File: src/design/framer_params.svh
// constants of the binary telegram framer: codes, bit positions, timing
// assumes a single 10 MHz system clock
`ifndef FRAMER_PARAMS_SVH
`define FRAMER_PARAMS_SVH
`define FR_TYPE_READ 4'hA
`define FR_TYPE_WRITE 4'hC
`define FR_SC_RSP 8'h05
`define FR_SC_ACK 8'h06
`define FR_SC_NAK 8'h07
`define FR_SC_ADDR_BIT 0
`define FR_SC_ONE_BIT 2
`define FR_SC_DIR_BIT 3
`define FR_ACK_LEN 8'h01
`define FR_RSP_MAX_LEN 8'hFC
`define FR_CRC_INIT 16'h0000
`define FR_CRC_POLY 16'h1021
`define FR_CLK_NS 100
`define FR_TMO_US 5000
`define FR_TMO_CYC ((`FR_TMO_US * 1000) / `FR_CLK_NS)
`endif

File: src/design/framer_pkg.sv
// types and crc step of the binary telegram framer
// assumes framer_params.svh on the include path
`default_nettype none
`include "framer_params.svh"
package framer_pkg;
	typedef enum logic [2:0] {
		RX_IDLE = 3'h0, RX_ADDR = 3'h1, RX_LEN = 3'h2,
		RX_DATA = 3'h3, RX_CRCH = 3'h4, RX_CRCL = 3'h5
	} rx_state_t;
	typedef enum logic [2:0] {
		TX_IDLE = 3'h0, TX_SC = 3'h1, TX_LEN = 3'h2,
		TX_DATA = 3'h3, TX_CRCH = 3'h4, TX_CRCL = 3'h5
	} tx_state_t;
	typedef enum logic [1:0] {
		KIND_RSP = 2'h0, KIND_ACK = 2'h1, KIND_NAK = 2'h2
	} tx_kind_t;
	// received telegram events, all one-cycle pulses except the levels
	typedef struct packed {
		logic strobe;
		logic [7:0] data;
		logic done;
		logic crc_err;
		logic is_write;
		logic [7:0] addr;
		logic timeout;
	} rx_out_t;
	typedef struct packed {
		logic start;
		tx_kind_t kind;
		logic [7:0] len;
		logic [15:0] err;
	} tx_req_t;
	typedef struct packed {
		rx_state_t rx_st;
		logic [15:0] rx_crc;
		logic [7:0] rx_len;
		logic [7:0] rx_cnt;
		logic [7:0] rx_chk_hi;
		logic [15:0] tmo_cnt;
		rx_out_t rx_out;
		tx_state_t tx_st;
		tx_kind_t tx_kind;
		logic [7:0] tx_len;
		logic [7:0] tx_cnt;
		logic [15:0] tx_err;
		logic [15:0] tx_crc;
		logic [7:0] tx_byte;
		logic tx_next;
		logic tx_act;
	} state_t;

	// one table step: table[crc>>8] ^ (crc<<8) ^ byte, table built bitwise
	function automatic logic [15:0] crc_upd(input logic [15:0] crc,
		input logic [7:0] b);
		logic [15:0] t;
		t = {crc[15:8], 8'h00};
		for (int i = 0; i < 8; i++) begin
			t = t[15] ? ((t << 1) ^ `FR_CRC_POLY) : (t << 1);
		end
		return t ^ {crc[7:0], 8'h00} ^ {8'h00, b};
	endfunction : crc_upd
endpackage : framer_pkg
`default_nettype wire

File: src/design/binary_telegram_framer_crc16.sv
// binary object-access telegram framer with crc16, receive and send
// assumes byte-level serial logic on the same clock, and a command side
// that decodes objects and answers with ack, nak or data
//
// What this block does
// - response start code: low two bits give type, bit 3 is zero
// - requests up to 256 data bytes, responses up to 253
// - every telegram protected by ccitt crc16, polynomial 0x1021 table
// - after a start code, a gap over 5 ms between bytes times out
// - completed write answered 0x06, length 1, two zero bytes, crc
// - refused access answered 0x07, length 1, error hi then lo, crc
// - readable request answered 0x05, length, values in order, crc
// - object without read access answered with the nak telegram
// - crc accumulator cleared to zero at start of every telegram
// - crc step: table[crc>>8 & 0xFF] ^ crc<<8 ^ byte, 16 bits
// - crc appended last, high byte then low byte
// - received crc recomputed, mismatch flags a crc error
// - length byte holds number of data bytes minus one
// - request start code bits 7..4 give type, bit 2 always one
// - request bit 0 set means an address byte follows
`default_nettype none
`include "framer_params.svh"
module binary_telegram_framer_crc16 #(
	parameter int TMO_CYCLES = `FR_TMO_CYC
) (
	input wire logic i_mclk, // system clock
	input wire logic i_sys_rst, // synchronous reset, high
	input wire logic i_rx_valid, // received byte strobe
	input wire logic [7:0] i_rx_byte, // received byte
	output framer_pkg::rx_out_t o_rx, // parsed request stream
	input wire framer_pkg::tx_req_t i_tx_req, // answer request
	input wire logic [7:0] i_tx_data, // current data byte of a rsp
	output logic o_tx_next, // pulse: present next data byte
	output logic o_tx_busy, // answer in progress
	output logic o_tx_valid, // byte to serial logic valid
	output logic [7:0] o_tx_byte, // byte to serial logic
	input wire logic i_tx_ready // serial logic takes byte
);
	import framer_pkg::*;

	// ****************************************************************
	// state
	// ****************************************************************
	state_t st_reg;
	state_t st_next;
	logic [15:0] rx_crc_upd;
	logic [15:0] tx_crc_upd;
	logic tx_take;
	logic [7:0] tx_data_byte;
	logic [7:0] tx_len_lim;

	assign rx_crc_upd = crc_upd(st_reg.rx_crc, i_rx_byte);
	assign tx_crc_upd = crc_upd(st_reg.tx_crc, st_reg.tx_byte);
	assign tx_take = (st_reg.tx_st != TX_IDLE) && i_tx_ready;
	assign tx_len_lim = (i_tx_req.len > `FR_RSP_MAX_LEN) ?
		`FR_RSP_MAX_LEN : i_tx_req.len;

	// data byte for the next slot; slot 0 is loaded from TX_LEN
	always_comb begin
		unique case (st_reg.tx_kind)
			KIND_ACK: tx_data_byte = 8'h00;
			KIND_NAK: tx_data_byte = (st_reg.tx_st == TX_LEN) ?
				st_reg.tx_err[15:8] : st_reg.tx_err[7:0];
			default: tx_data_byte = i_tx_data;
		endcase
	end

	// ****************************************************************
	// next state
	// ****************************************************************
	always_comb begin
		st_next = st_reg;
		st_next.rx_out.strobe = 1'b0;
		st_next.rx_out.done = 1'b0;
		st_next.rx_out.timeout = 1'b0;
		st_next.tx_next = 1'b0;

		// receive side
		if (st_reg.rx_st != RX_IDLE) begin
			st_next.tmo_cnt = st_reg.tmo_cnt + 16'h0001;
		end
		if (i_rx_valid) begin
			st_next.tmo_cnt = 16'h0000;
			unique case (st_reg.rx_st)
				RX_IDLE: begin
					if (((i_rx_byte[7:4] == `FR_TYPE_READ) ||
						(i_rx_byte[7:4] == `FR_TYPE_WRITE)) &&
						i_rx_byte[`FR_SC_ONE_BIT]) begin
						st_next.rx_crc = crc_upd(`FR_CRC_INIT,
							i_rx_byte);
						st_next.rx_out.is_write =
							(i_rx_byte[7:4] == `FR_TYPE_WRITE);
						st_next.rx_out.addr = 8'h00;
						st_next.rx_st = i_rx_byte[`FR_SC_ADDR_BIT] ?
							RX_ADDR : RX_LEN;
					end
				end
				RX_ADDR: begin
					st_next.rx_crc = rx_crc_upd;
					st_next.rx_out.addr = i_rx_byte;
					st_next.rx_st = RX_LEN;
				end
				RX_LEN: begin
					st_next.rx_crc = rx_crc_upd;
					st_next.rx_len = i_rx_byte;
					st_next.rx_cnt = 8'h00;
					st_next.rx_st = RX_DATA;
				end
				RX_DATA: begin
					// 8-bit length bounds a request to 256 bytes
					st_next.rx_crc = rx_crc_upd;
					st_next.rx_out.strobe = 1'b1;
					st_next.rx_out.data = i_rx_byte;
					st_next.rx_cnt = st_reg.rx_cnt + 8'h01;
					if (st_reg.rx_cnt == st_reg.rx_len) begin
						st_next.rx_st = RX_CRCH;
					end
				end
				RX_CRCH: begin
					st_next.rx_chk_hi = i_rx_byte;
					st_next.rx_st = RX_CRCL;
				end
				RX_CRCL: begin
					st_next.rx_out.done = 1'b1;
					st_next.rx_out.crc_err = ({st_reg.rx_chk_hi, i_rx_byte}
						!= st_reg.rx_crc);
					st_next.rx_st = RX_IDLE;
				end
				default: st_next.rx_st = RX_IDLE;
			endcase
		end else if ((st_reg.rx_st != RX_IDLE) &&
			(st_reg.tmo_cnt >= 16'(TMO_CYCLES))) begin
			st_next.rx_out.timeout = 1'b1;
			st_next.rx_st = RX_IDLE;
			st_next.tmo_cnt = 16'h0000;
		end

		// send side
		unique case (st_reg.tx_st)
			TX_IDLE: begin
				if (i_tx_req.start) begin
					st_next.tx_kind = i_tx_req.kind;
					st_next.tx_err = i_tx_req.err;
					st_next.tx_crc = `FR_CRC_INIT;
					st_next.tx_st = TX_SC;
					unique case (i_tx_req.kind)
						KIND_ACK: begin
							st_next.tx_byte = `FR_SC_ACK;
							st_next.tx_len = `FR_ACK_LEN;
						end
						KIND_NAK: begin
							st_next.tx_byte = `FR_SC_NAK;
							st_next.tx_len = `FR_ACK_LEN;
						end
						default: begin
							st_next.tx_kind = KIND_RSP;
							st_next.tx_byte = `FR_SC_RSP;
							st_next.tx_len = tx_len_lim;
						end
					endcase
				end
			end
			TX_SC: if (tx_take) begin
				st_next.tx_crc = tx_crc_upd;
				st_next.tx_byte = st_reg.tx_len;
				st_next.tx_st = TX_LEN;
			end
			TX_LEN: if (tx_take) begin
				st_next.tx_crc = tx_crc_upd;
				st_next.tx_cnt = 8'h00;
				st_next.tx_byte = tx_data_byte;
				st_next.tx_next = (st_reg.tx_kind == KIND_RSP);
				st_next.tx_st = TX_DATA;
			end
			TX_DATA: if (tx_take) begin
				st_next.tx_crc = tx_crc_upd;
				if (st_reg.tx_cnt == st_reg.tx_len) begin
					st_next.tx_byte = tx_crc_upd[15:8];
					st_next.tx_st = TX_CRCH;
				end else begin
					st_next.tx_cnt = st_reg.tx_cnt + 8'h01;
					st_next.tx_byte = tx_data_byte;
					st_next.tx_next = (st_reg.tx_kind == KIND_RSP);
				end
			end
			TX_CRCH: if (tx_take) begin
				st_next.tx_byte = st_reg.tx_crc[7:0];
				st_next.tx_st = TX_CRCL;
			end
			TX_CRCL: if (tx_take) begin
				st_next.tx_st = TX_IDLE;
			end
			default: st_next.tx_st = TX_IDLE;
		endcase
		// busy and valid registered so the outputs come from a flop
		st_next.tx_act = (st_next.tx_st != TX_IDLE);
	end

	always_ff @(posedge i_mclk) begin
		if (i_sys_rst) begin
			st_reg <= '0;
		end else begin
			st_reg <= st_next;
		end
	end

	assign o_rx = st_reg.rx_out;
	assign o_tx_next = st_reg.tx_next;
	assign o_tx_busy = st_reg.tx_act;
	assign o_tx_valid = st_reg.tx_act;
	assign o_tx_byte = st_reg.tx_byte;

	// ****************************************************************
	// checks
	// ****************************************************************
	sc_code_form_a: assert property (@(posedge i_mclk) disable iff (i_sys_rst)
		st_reg.tx_st == TX_SC |-> !o_tx_byte[`FR_SC_DIR_BIT] &&
		o_tx_byte[`FR_SC_ONE_BIT] && o_tx_byte[7:4] == 4'h0)
		else $error("bad response start code");
	rsp_len_bound_a: assert property (@(posedge i_mclk) disable iff (i_sys_rst)
		st_reg.tx_st == TX_LEN |-> o_tx_byte <= `FR_RSP_MAX_LEN)
		else $error("response length too large");
	crc_clear_a: assert property (@(posedge i_mclk) disable iff (i_sys_rst)
		st_reg.tx_st == TX_SC |-> st_reg.tx_crc == 16'h0000)
		else $error("crc not cleared at telegram start");
	crc_hi_order_a: assert property (@(posedge i_mclk) disable iff (i_sys_rst)
		st_reg.tx_st == TX_CRCH && tx_take |=>
		o_tx_byte == st_reg.tx_crc[7:0] && st_reg.tx_st == TX_CRCL)
		else $error("crc low byte not after high byte");
	ack_zero_a: assert property (@(posedge i_mclk) disable iff (i_sys_rst)
		st_reg.tx_st == TX_DATA && st_reg.tx_kind == KIND_ACK |->
		o_tx_byte == 8'h00 && st_reg.tx_len == 8'h01)
		else $error("ack data not zero");
	nak_err_a: assert property (@(posedge i_mclk) disable iff (i_sys_rst)
		st_reg.tx_st == TX_DATA && st_reg.tx_kind == KIND_NAK &&
		st_reg.tx_cnt == 8'h00 |-> o_tx_byte == st_reg.tx_err[15:8])
		else $error("nak error high byte wrong");
	timeout_drop_a: assert property (@(posedge i_mclk) disable iff (i_sys_rst)
		st_reg.rx_out.timeout |-> st_reg.rx_st == RX_IDLE &&
		!st_reg.rx_out.done && !o_tx_valid ##1 !st_reg.rx_out.done)
		else $error("timeout did not drop telegram");
	timeout_when_a: assert property (@(posedge i_mclk) disable iff (i_sys_rst)
		$rose(st_reg.rx_out.timeout) |->
		$past(st_reg.tmo_cnt) >= 16'(TMO_CYCLES))
		else $error("timeout fired early");
	crc_check_a: assert property (@(posedge i_mclk) disable iff (i_sys_rst)
		st_reg.rx_st == RX_CRCL && i_rx_valid |=> st_reg.rx_out.done &&
		st_reg.rx_out.crc_err == ($past({st_reg.rx_chk_hi, i_rx_byte})
		!= $past(st_reg.rx_crc)))
		else $error("crc check result wrong");
	addr_skip_a: assert property (@(posedge i_mclk) disable iff (i_sys_rst)
		st_reg.rx_st == RX_IDLE && i_rx_valid && i_rx_byte[2] &&
		i_rx_byte[7:4] == `FR_TYPE_READ |=>
		st_reg.rx_st == ($past(i_rx_byte[0]) ? RX_ADDR : RX_LEN))
		else $error("address byte handling wrong");
endmodule : binary_telegram_framer_crc16
`default_nettype wire

File: config.mk
export PLATFORM = sky130hd
export DESIGN_NAME = binary_telegram_framer_crc16
export DESIGN_NICKNAME = d
export VERILOG_FILES = /design/src/design/framer_pkg.sv /design/src/design/binary_telegram_framer_crc16.sv
export VERILOG_INCLUDE_DIRS = /design/src /design/src/design
export SDC_FILE = /design/constraint.sdc
export NUM_CORES = 1
export LEC_CHECK = 0
export BUFFER_PORTS_ARGS = -buffer_cell sky130_fd_sc_hd__buf_2
export CORE_ASPECT_RATIO = 0.7
export CORE_UTILIZATION = 60
export DETAILED_ROUTE_END_ITERATION = 10
export GPL_TIMING_DRIVEN = 0
export PLACE_DENSITY = 0.91
export SYNTH_ARGS = -nofsm -noshare
export SYNTH_HDL_FRONTEND = slang
export SYNTH_SLANG_ARGS = --single-unit
File: constraint.sdc
create_clock -name i_mclk -period 2.9 [get_ports i_mclk]
set_input_delay 0.87 -clock i_mclk [delete_from_list [all_inputs] [get_ports i_mclk]]
set_output_delay 0.87 -clock i_mclk [all_outputs]
set_load 0.05 [all_outputs]
Word-level counts from Yosys, hierarchy flattened
Index checks and enable logic that the tools add are counted.

Register bits after elaboration: 143. Output and inout bits: 32. Logic and storage cells: 168.

$add $sub $neg: 3. Magnitude comparators: 2. Equal/unequal tests: 28. Mux-type cells: 57. Bitwise operators: 21. Reductions and logical operators: 35.

Operators by type and width (count): $mux 13 (17); $mux 8 (9); $pmux 16 s4 (1); $pmux 8 s2 (4); $mux 25 (2); $mux 24 (2); $not 3->3 (16); $pmux 8 s5 (1); $pmux 16 s2 (1); $xor 16x16->16 (2); $xor 16x8->16 (2); $mux 3 (9); $mux 19 (1); $pmux 3 s6 (1); $add 16x1->16 const B (1); $add 8x1->8 const B (2); $eq 8x8->1 (2); $ge 16x16->1 const B (1); $ne 16x16->1 (1); $pmux 3 s5 (1); $ne 2x2->1 const B (7); $eq 3x2->1 const B (4); $eq 3x3->1 const B (4); $reduce_and 2->1 (6); 26 further kinds (49).

Logic depth before layout (Yosys ltp)
Gate-level depths: netlist of the first run.

Depth in word-level cells: 21. Gate-level depth with buffers: 8.

Least setup slack after synthesis of the first run
OpenSTA, ideal clock, no wires.

Path kind: in2reg. Start: in i_tx_ready. End: reg st_reg[48] in the netlist's numbering. Data arrival time: 2.196 ns. Setup slack: 0.646 ns. Cell stages on the path: 6. Path buffers: 1. Path through: clkbuf_1 > inv_1 > a311oi_4 > nand4_1 > or3_1 > nand2_1.

Word-level cells in the longest chain between the ends: 3. Elaborated cells between the ends (all ways): 4.

Ends and longest elaborated chain: from (decl) (RTL line binary_telegram_framer_crc16.sv:37) `input wire logic i_tx_ready`; $logic_and 1x1->1 * (RTL line binary_telegram_framer_crc16.sv:54) `assign tx_take = (st_reg.tx_st != TX_IDLE) && i_tx_ready;`; $ne 2x2->1 (no line); $reduce_and 4->1 (no line) *; to (signal assigned) (RTL line binary_telegram_framer_crc16.sv:203) `st_reg <= st_next;`; to (decl) (RTL line binary_telegram_framer_crc16.sv:44) `state_t st_reg;`.

Mark *: on every way between the ends. The rest lies on a longest branch, timed or not. A chain may end at the register's enable or synchronous reset.

Worst setup path after layout of the first run
Ends and elaborated chain as after synthesis.

==> impl_metrics.json, run 1 <==
{
  "cts_htree_levels": 4,
  "ir_drop_v": 0.000492,
  "clockBufferDepth": 2,
  "leakage_nw": 3.59,
  "critPathKind": "primary input to register",
  "num_vias": 6840,
  "grt_pass1_wl_mm": 30.8,
  "cp.required_ps": 3270,
  "largest_register_ff_count": 112,
  "hold_viol": 0,
  "synth_compound_area_share_pct": 15.1,
  "place_hpwl_mm": 13.6,
  "die_w_um": 134,
  "grt_setup_unrepaired": "no",
  "drt-initial-drc-count": 838,
  "drc": 0,
  "power.density_mw_per_mm2": 649,
  "ctsRootBufferMaster": "clkbuf_16",
  "synth_ff_type": "dfxtp_1",
  "fin_crit_ps": 2490,
  "layout-drive-gt1-share_pct": 15.3,
  "synth_top_family_by_area": "simple AND/OR/NAND/NOR gates",
  "placed_area_mm2": 0.00787,
  "synth_nets": 965,
  "cts-resized-gates": 0,
  "nNetsFinal": 1055,
  "start_util_pct": 62.0,
  "synth-simple-area-share_pct": 21.7,
  "power_switching_mw": 1.68,
  "clkLatencyLatePin_ps": 420,
  "maxCapViolCount": 0,
  "clkTransAtPathRegs_ps": 60,
  "yosysWarnings": 0,
  "worstPathMaxFanout": 10,
  "synth.area.top_cells": "dfxtp_1 (39%), xor2_1 (9.8%), nand2_1 (7.7%), a21oi_1 (6.5%), nor2_1 (4.0%)",
  "r2r_cells": 8,
  "antenna_found_initial": 0,
  "synth_top_area_share_pct": 39.1,
  "overflow": 0,
  "intPower_mw": 3.83,
  "slowest_delay_ps": 570,
  "syn2layout_area_growth_pct": 15.9,
  "postLayoutCellArea_mm2": 0.00849,
  "status": "finished clean",
  "fp.dieArea_mm2": 0.0127,
  "ys_ff_latch": 143,
  "ys_async_sr_fraction_pct": 0,
  "critPathSlowestCell": "a311oi_4",
  "post_drt_wl_per_cell_um": 16.7,
  "grt_max_degree": 17,
  "whs_path_depth": 2,
  "synth_edf_count": 0,
  "core_area_mm2": 0.0118,
  "grt_usage_pct": 31.3,
  "numCtsBuffers": 17,
  "finalSetupViolations": 0,
  "tightestPinTransition_ps": 944,
  "syn_avg_cell_area_um2": 8.05,
  "syn_inst": 909,
  "dieHeight_um": 94.4,
  "worst_setup_path_start_kind": "primary input",
  "cts_setup_buffers": 0,
  "mappedNetlistArea_mm2": 0.00732,
  "fin_skew_ps": 7.69,
  "synthTopCellsByCount": "nand2_1 (151), dfxtp_1 (143), a21oi_1 (95)",
  "numPortBuffers": 71,
  "via_per_inst": 5.85,
  "dr.pass1.iters": 6,
  "seqPwrFrac_pct": 39.3,
  "max_freq_mhz": 402,
  "routed_wl_mm": 19.5,
  "synth.distinct_cells": 56,
  "fin_tns_setup_ps": 0,
  "yosysTopAreaCell": "dfxtp_1",
  "p_clk_share_pct": 41.2,
  "crit_path_end_kind": "register",
  "num_rows": 33,
  "synthAdderAreaFrac_pct": 1.54,
  "slew_headroom_pct": 36.9,
  "layout_worst_path_cycle_share_pct": 85.7,
  "grt_pass1_vias": 6194,
  "io_pins": 79,
  "p_sw_share_pct": 30.4,
  "routabilityCongestion": 1.01,
  "slew_viol_final": 0,
  "critPathArrivalTime_ps": 2850,
  "synth.area.mux_share_pct": 1.66,
  "n_antenna_cell": 0,
  "cts_tree": "yes",
  "pwr-share-comb_pct": 19.5,
  "seq_area_frac_synth_pct": 39.1,
  "synth.most_common_cell": "nand2_1",
  "ant_nets": 0,
  "holdBufCountCts": 0,
  "min_path_type": "register to register",
  "cp_cell_sequence": "buf_2 > clkbuf_1 > inv_1 > a311oi_4 > nand4_1 > or3_1 > nand2_1",
  "synth-xor-area-share_pct": 13.3,
  "clock-sinks": 143
}
==> cell families (layout without fill, tap and decap cells) <==
| kind of cell | count (synthesis) | count (layout) |
|---|---|---|
| compound gates | 177 | 177 |
| xor+xnor | 111 | 111 |
| simple gates | 345 | 345 |
| fa+ha+maj | 9 | 9 |
| mux | 12 | 12 |
| flops | 143 | 143 |
| buf+inv | 112 | 215 |
==> metal layers <==
metal	GRT usage, %	up-vias	share of wire [%]
li1	-	3226	-
met1	43.8	3180	44
met2	46.6	374	43
met3	8.37	60	11
met4	10.5	0	2.6
met5	0	-	0
==> worst max-delay path, delay by kind of cell <==
family                 cells  cell delay [ps]
AOI/OAI and AO/OA          1              570
buffers and inverters      3              780
and+or+nand+nor            3              620
==> path summary, 6_finish.rpt <==
path	endpoint	from	slack, ps
worst min register to register	o_rx[18]	o_rx[18]	450
worst max register to register	o_tx_byte[7]	st_reg[60]	620
worst min-delay path	o_rx[18]	o_rx[18]	450
worst max-delay path	st_reg[48]	i_tx_ready	410
==> final cells by class <==
type	instances	area, um^2
flip-flops and latches	143	2860
inverters	20	75.1
repair buffers	71	355
clock buffers	20	457
plain buffers	92	480
clock inverters	12	158
multi-input cells	654	3900
well taps	157	196
fillers	876	3320
==> cell usage in the layout (no fill, tap or decap), types with 17 or more instances in the layout <==
| master | instances |
|---|---|
| nand3_1 | 36 |
| clkbuf_16 | 17 |
| clkbuf_1 | 43 |
| a21oi_1 | 95 |
| nand2_1 | 151 |
| inv_1 | 20 |
| xnor2_1 | 29 |
| nor2_1 | 78 |
| buf_2 | 83 |
| xor2_1 | 82 |
| buf_4 | 32 |
| o21ai_0 | 19 |
| dfxtp_1 | 143 |
==> power by group through the flow <==
stage	combinational (mW)	clock (mW)	sequential [mW]
finish	1.07	2.27	2.17
global route	1.15	2.37	2.17
CTS	1.04	2.27	2.16
detailed placement	1.02	0	2.20
global placement	0.996	0	2.20
floorplan	0.767	0	2.19
==> per-stage QoR <==
stage               setup WS (ps)  std cells  util [%]  hold WS, ps  power [mW]
global placement              205       1137      66.7          441        3.20
detailed placement            136       1137      66.7          446        3.22
floorplan                     646        909         -          436        2.95
CTS                           533       1169      71.9          455        5.48
global route                  343       1169      71.9          475        5.70
finish                        415       1169      71.9          453        5.51
Note: power is estimated with default switching activity, not from simulation.
==> inputs of run 2 (changes only) <==
--- a/config.mk
+++ b/config.mk
@@ -7,11 +7,13 @@
 export NUM_CORES = 1
 export LEC_CHECK = 0
 export BUFFER_PORTS_ARGS = -buffer_cell sky130_fd_sc_hd__buf_2
+export CELL_PAD_IN_SITES_DETAIL_PLACEMENT = 1
+export CELL_PAD_IN_SITES_GLOBAL_PLACEMENT = 1
 export CORE_ASPECT_RATIO = 0.7
-export CORE_UTILIZATION = 60
+export CORE_UTILIZATION = 47
 export DETAILED_ROUTE_END_ITERATION = 10
 export GPL_TIMING_DRIVEN = 0
-export PLACE_DENSITY = 0.91
+export PLACE_DENSITY = 0.95
 export SYNTH_ARGS = -nofsm -noshare
 export SYNTH_HDL_FRONTEND = slang
 export SYNTH_SLANG_ARGS = --single-unit
==> constraint.sdc (replaced) <==
create_clock -name i_mclk -period 2.9 [get_ports i_mclk]
set_input_delay 0.145 -clock i_mclk [delete_from_list [all_inputs] [get_ports i_mclk]]
set_output_delay 0.145 -clock i_mclk [all_outputs]
set_load 0.05 [all_outputs]
==> run 2 against run 1 <==
Against the previous run: first-iteration DRC count down 16%; count of clock-buffer cells in the layout shrank 2; sequential share of layout area decreased by 0.82 points; worst setup slack got worse by 150 ps; cell count rose by 4.7%; fmax decreased by 5.5%; utilization fell by 14 points; design area up 2.5%; die area grew 27%; largest power group unchanged; highest routed layer unchanged.
==> impl_metrics.json, run 2 (synthesized netlist as in run 1, its figures left out) <==
{
  "status": "finished clean",
  "fin_crit_ps": 2630,
  "largest_register_ff_count": 112,
  "min_path_type": "primary input to register",
  "r2r_start": "st_reg[62]",
  "grt_pass1_vias": 7927,
  "num_vias": 7547,
  "start_util_pct": 48.9,
  "leakage_nw": 3.65,
  "cp.required_ps": 3230,
  "overflow": 0,
  "dieHeight_um": 106,
  "worst-r2r-setup-slack_ps": 270,
  "nNetsFinal": 1072,
  "grt_max_degree": 17,
  "layout_common_cells": "nand2_1 (151), dfxtp_1 (143), a21oi_1 (95), buf_2 (83), xor2_1 (82)",
  "n_antenna_cell": 0,
  "critPathArrivalTime_ps": 2960,
  "clkTransAtPathRegs_ps": 70,
  "final_common_cell": "nand2_1",
  "p_clk_share_pct": 41.1,
  "post_drt_wl_per_cell_um": 23.4,
  "hold_start": "i_tx_req[23]",
  "dr.pass1.iters": 5,
  "core_area_mm2": 0.0150,
  "place_hpwl_mm": 17.2,
  "crit_path_end_kind": "register",
  "slew_headroom_pct": 28.8,
  "top_layer": "met4",
  "numCtsBuffers": 17,
  "routabilityCongestion": 0.917,
  "numPortBuffers": 71,
  "critPathKind": "register to register",
  "r2r_cells": 6,
  "antenna_found_initial": 0,
  "tightestPinTransition_ps": 1070,
  "finalSetupViolations": 0,
  "power.density_mw_per_mm2": 662,
  "drt-initial-drc-count": 708,
  "fin_tns_setup_ps": 0,
  "grt_setup_unrepaired": "no",
  "routed_wl_mm": 28.7,
  "max_freq_mhz": 380,
  "worst_setup_path_start_kind": "register",
  "finalPower_mw": 5.76,
  "ant_nets": 0,
  "met2_length_mm": 13.1,
  "die_w_um": 151,
  "layout_worst_path_cycle_share_pct": 90.7,
  "cts_htree_levels": 4,
  "clockBufferDepth": 2,
  "cp-startpoint": "st_reg[62]",
  "p_sw_share_pct": 33.8,
  "whs_path_depth": 3,
  "ctsRootBufferMaster": "clkbuf_16",
  "worstHoldEndpoint": "st_reg[57]",
  "io_pins": 79,
  "slew_viol_final": 0,
  "clkLatencyLatePin_ps": 440,
  "maxCapViolCount": 0,
  "layout-drive-gt1-share_pct": 15.1,
  "fin_skew_ps": 11.3,
  "r2r-end": "st_reg[18]",
  "hold_viol": 0,
  "seqPwrFrac_pct": 37.9,
  "cts-resized-gates": 0,
  "power_switching_mw": 1.95,
  "syn2layout_area_growth_pct": 18.8,
  "met3WireLength_mm": 2.39,
  "pwr-share-comb_pct": 21.0,
  "grt_pass1_wl_mm": 44.8,
  "via_per_inst": 6.17,
  "cts_tree": "yes",
  "met1_length_mm": 11.8,
  "drc": 0,
  "ir_drop_v": 0.000559,
  "fp.dieArea_mm2": 0.0161,
  "worstPathMaxFanout": 10,
  "grt_usage_pct": 36.9,
  "intPower_mw": 3.81,
  "num_rows": 37,
  "clock-sinks": 143
}
[run 2: changes by cell type in the layout (fill, tap and decap cells not counted), sizes merged]
| cell | delta |
|---|---|
| clkinv | -1 |
| clkbuf | -2 |
| inv | +1 |
| clkinvlp | +2 |
| dlygate4sd3 | +17 |
[run 2: routing by layer]
layer,GRT usage [%],up-vias
met3,8.28,136
met4,19.4,0
met5,0,-
met1,47.5,3687
met2,57.5,466
li1,-,3258
[run 2: worst max-delay path: stages, from the launching register on]
cell,delay [ps]
dfxtp_1,510
buf_2,290
buf_1,530
a21o_1,340
clkbuf_1,460
nand2_1,120
a21oi_1,260
[run 2: cell type report]
cell class | count | area [um^2]
fillers | 1819 | 6250
multi-input cells | 654 | 3900
flip-flops and latches | 143 | 2860
repair buffers | 88 | 526
plain buffers | 92 | 480
clock buffers | 18 | 429
well taps | 195 | 244
clock inverters | 14 | 180
inverters | 20 | 75.1
[run 2: metrics by stage]
step                utilization (%)  worst slack (ps)  area [um^2]  hold slack [ps]  std cells
CTS                            58.2               400         8700             7.53       1224
global route                   58.2               242         8700             19.0       1224
global placement               53.0               691         7920              392       1175
floorplan                         -              1120         7320              281        909
detailed placement             53.0               657         7920              394       1175
finish                         58.2               269         8700             10.5       1224
[run 2: what timing repair did]
action,in CTS,in global routing
setup endpoints to repair,0,0
setup buffers,0,0
hold endpoints to repair,17,0
hold buffers,17,0
[run 2: power groups by stage]
stage / Combinational (mW) / Clock (mW) / Sequential (mW)
final: 1.21 / 2.37 / 2.18
after floorplan: 0.767 / 0 / 2.19
after CTS: 1.16 / 2.34 / 2.17
after global routing: 1.27 / 2.43 / 2.18
after detailed placement: 1.08 / 0 / 2.21
after global placement: 1.02 / 0 / 2.20
[run 2: how the worst max path moves through the flow]
stage / cells past startpoint / end / slack, ps
5_1_grt: 6 / st_reg[18] / 240
3_3_place_gp: 8 / o_tx_byte[7] / 690
2_1_floorplan: 8 / o_tx_byte[5] / 1120
3_5_place_dp: 6 / st_reg[14] / 660
6_report: 6 / st_reg[18] / 270
4_1_cts: 6 / st_reg[18] / 400
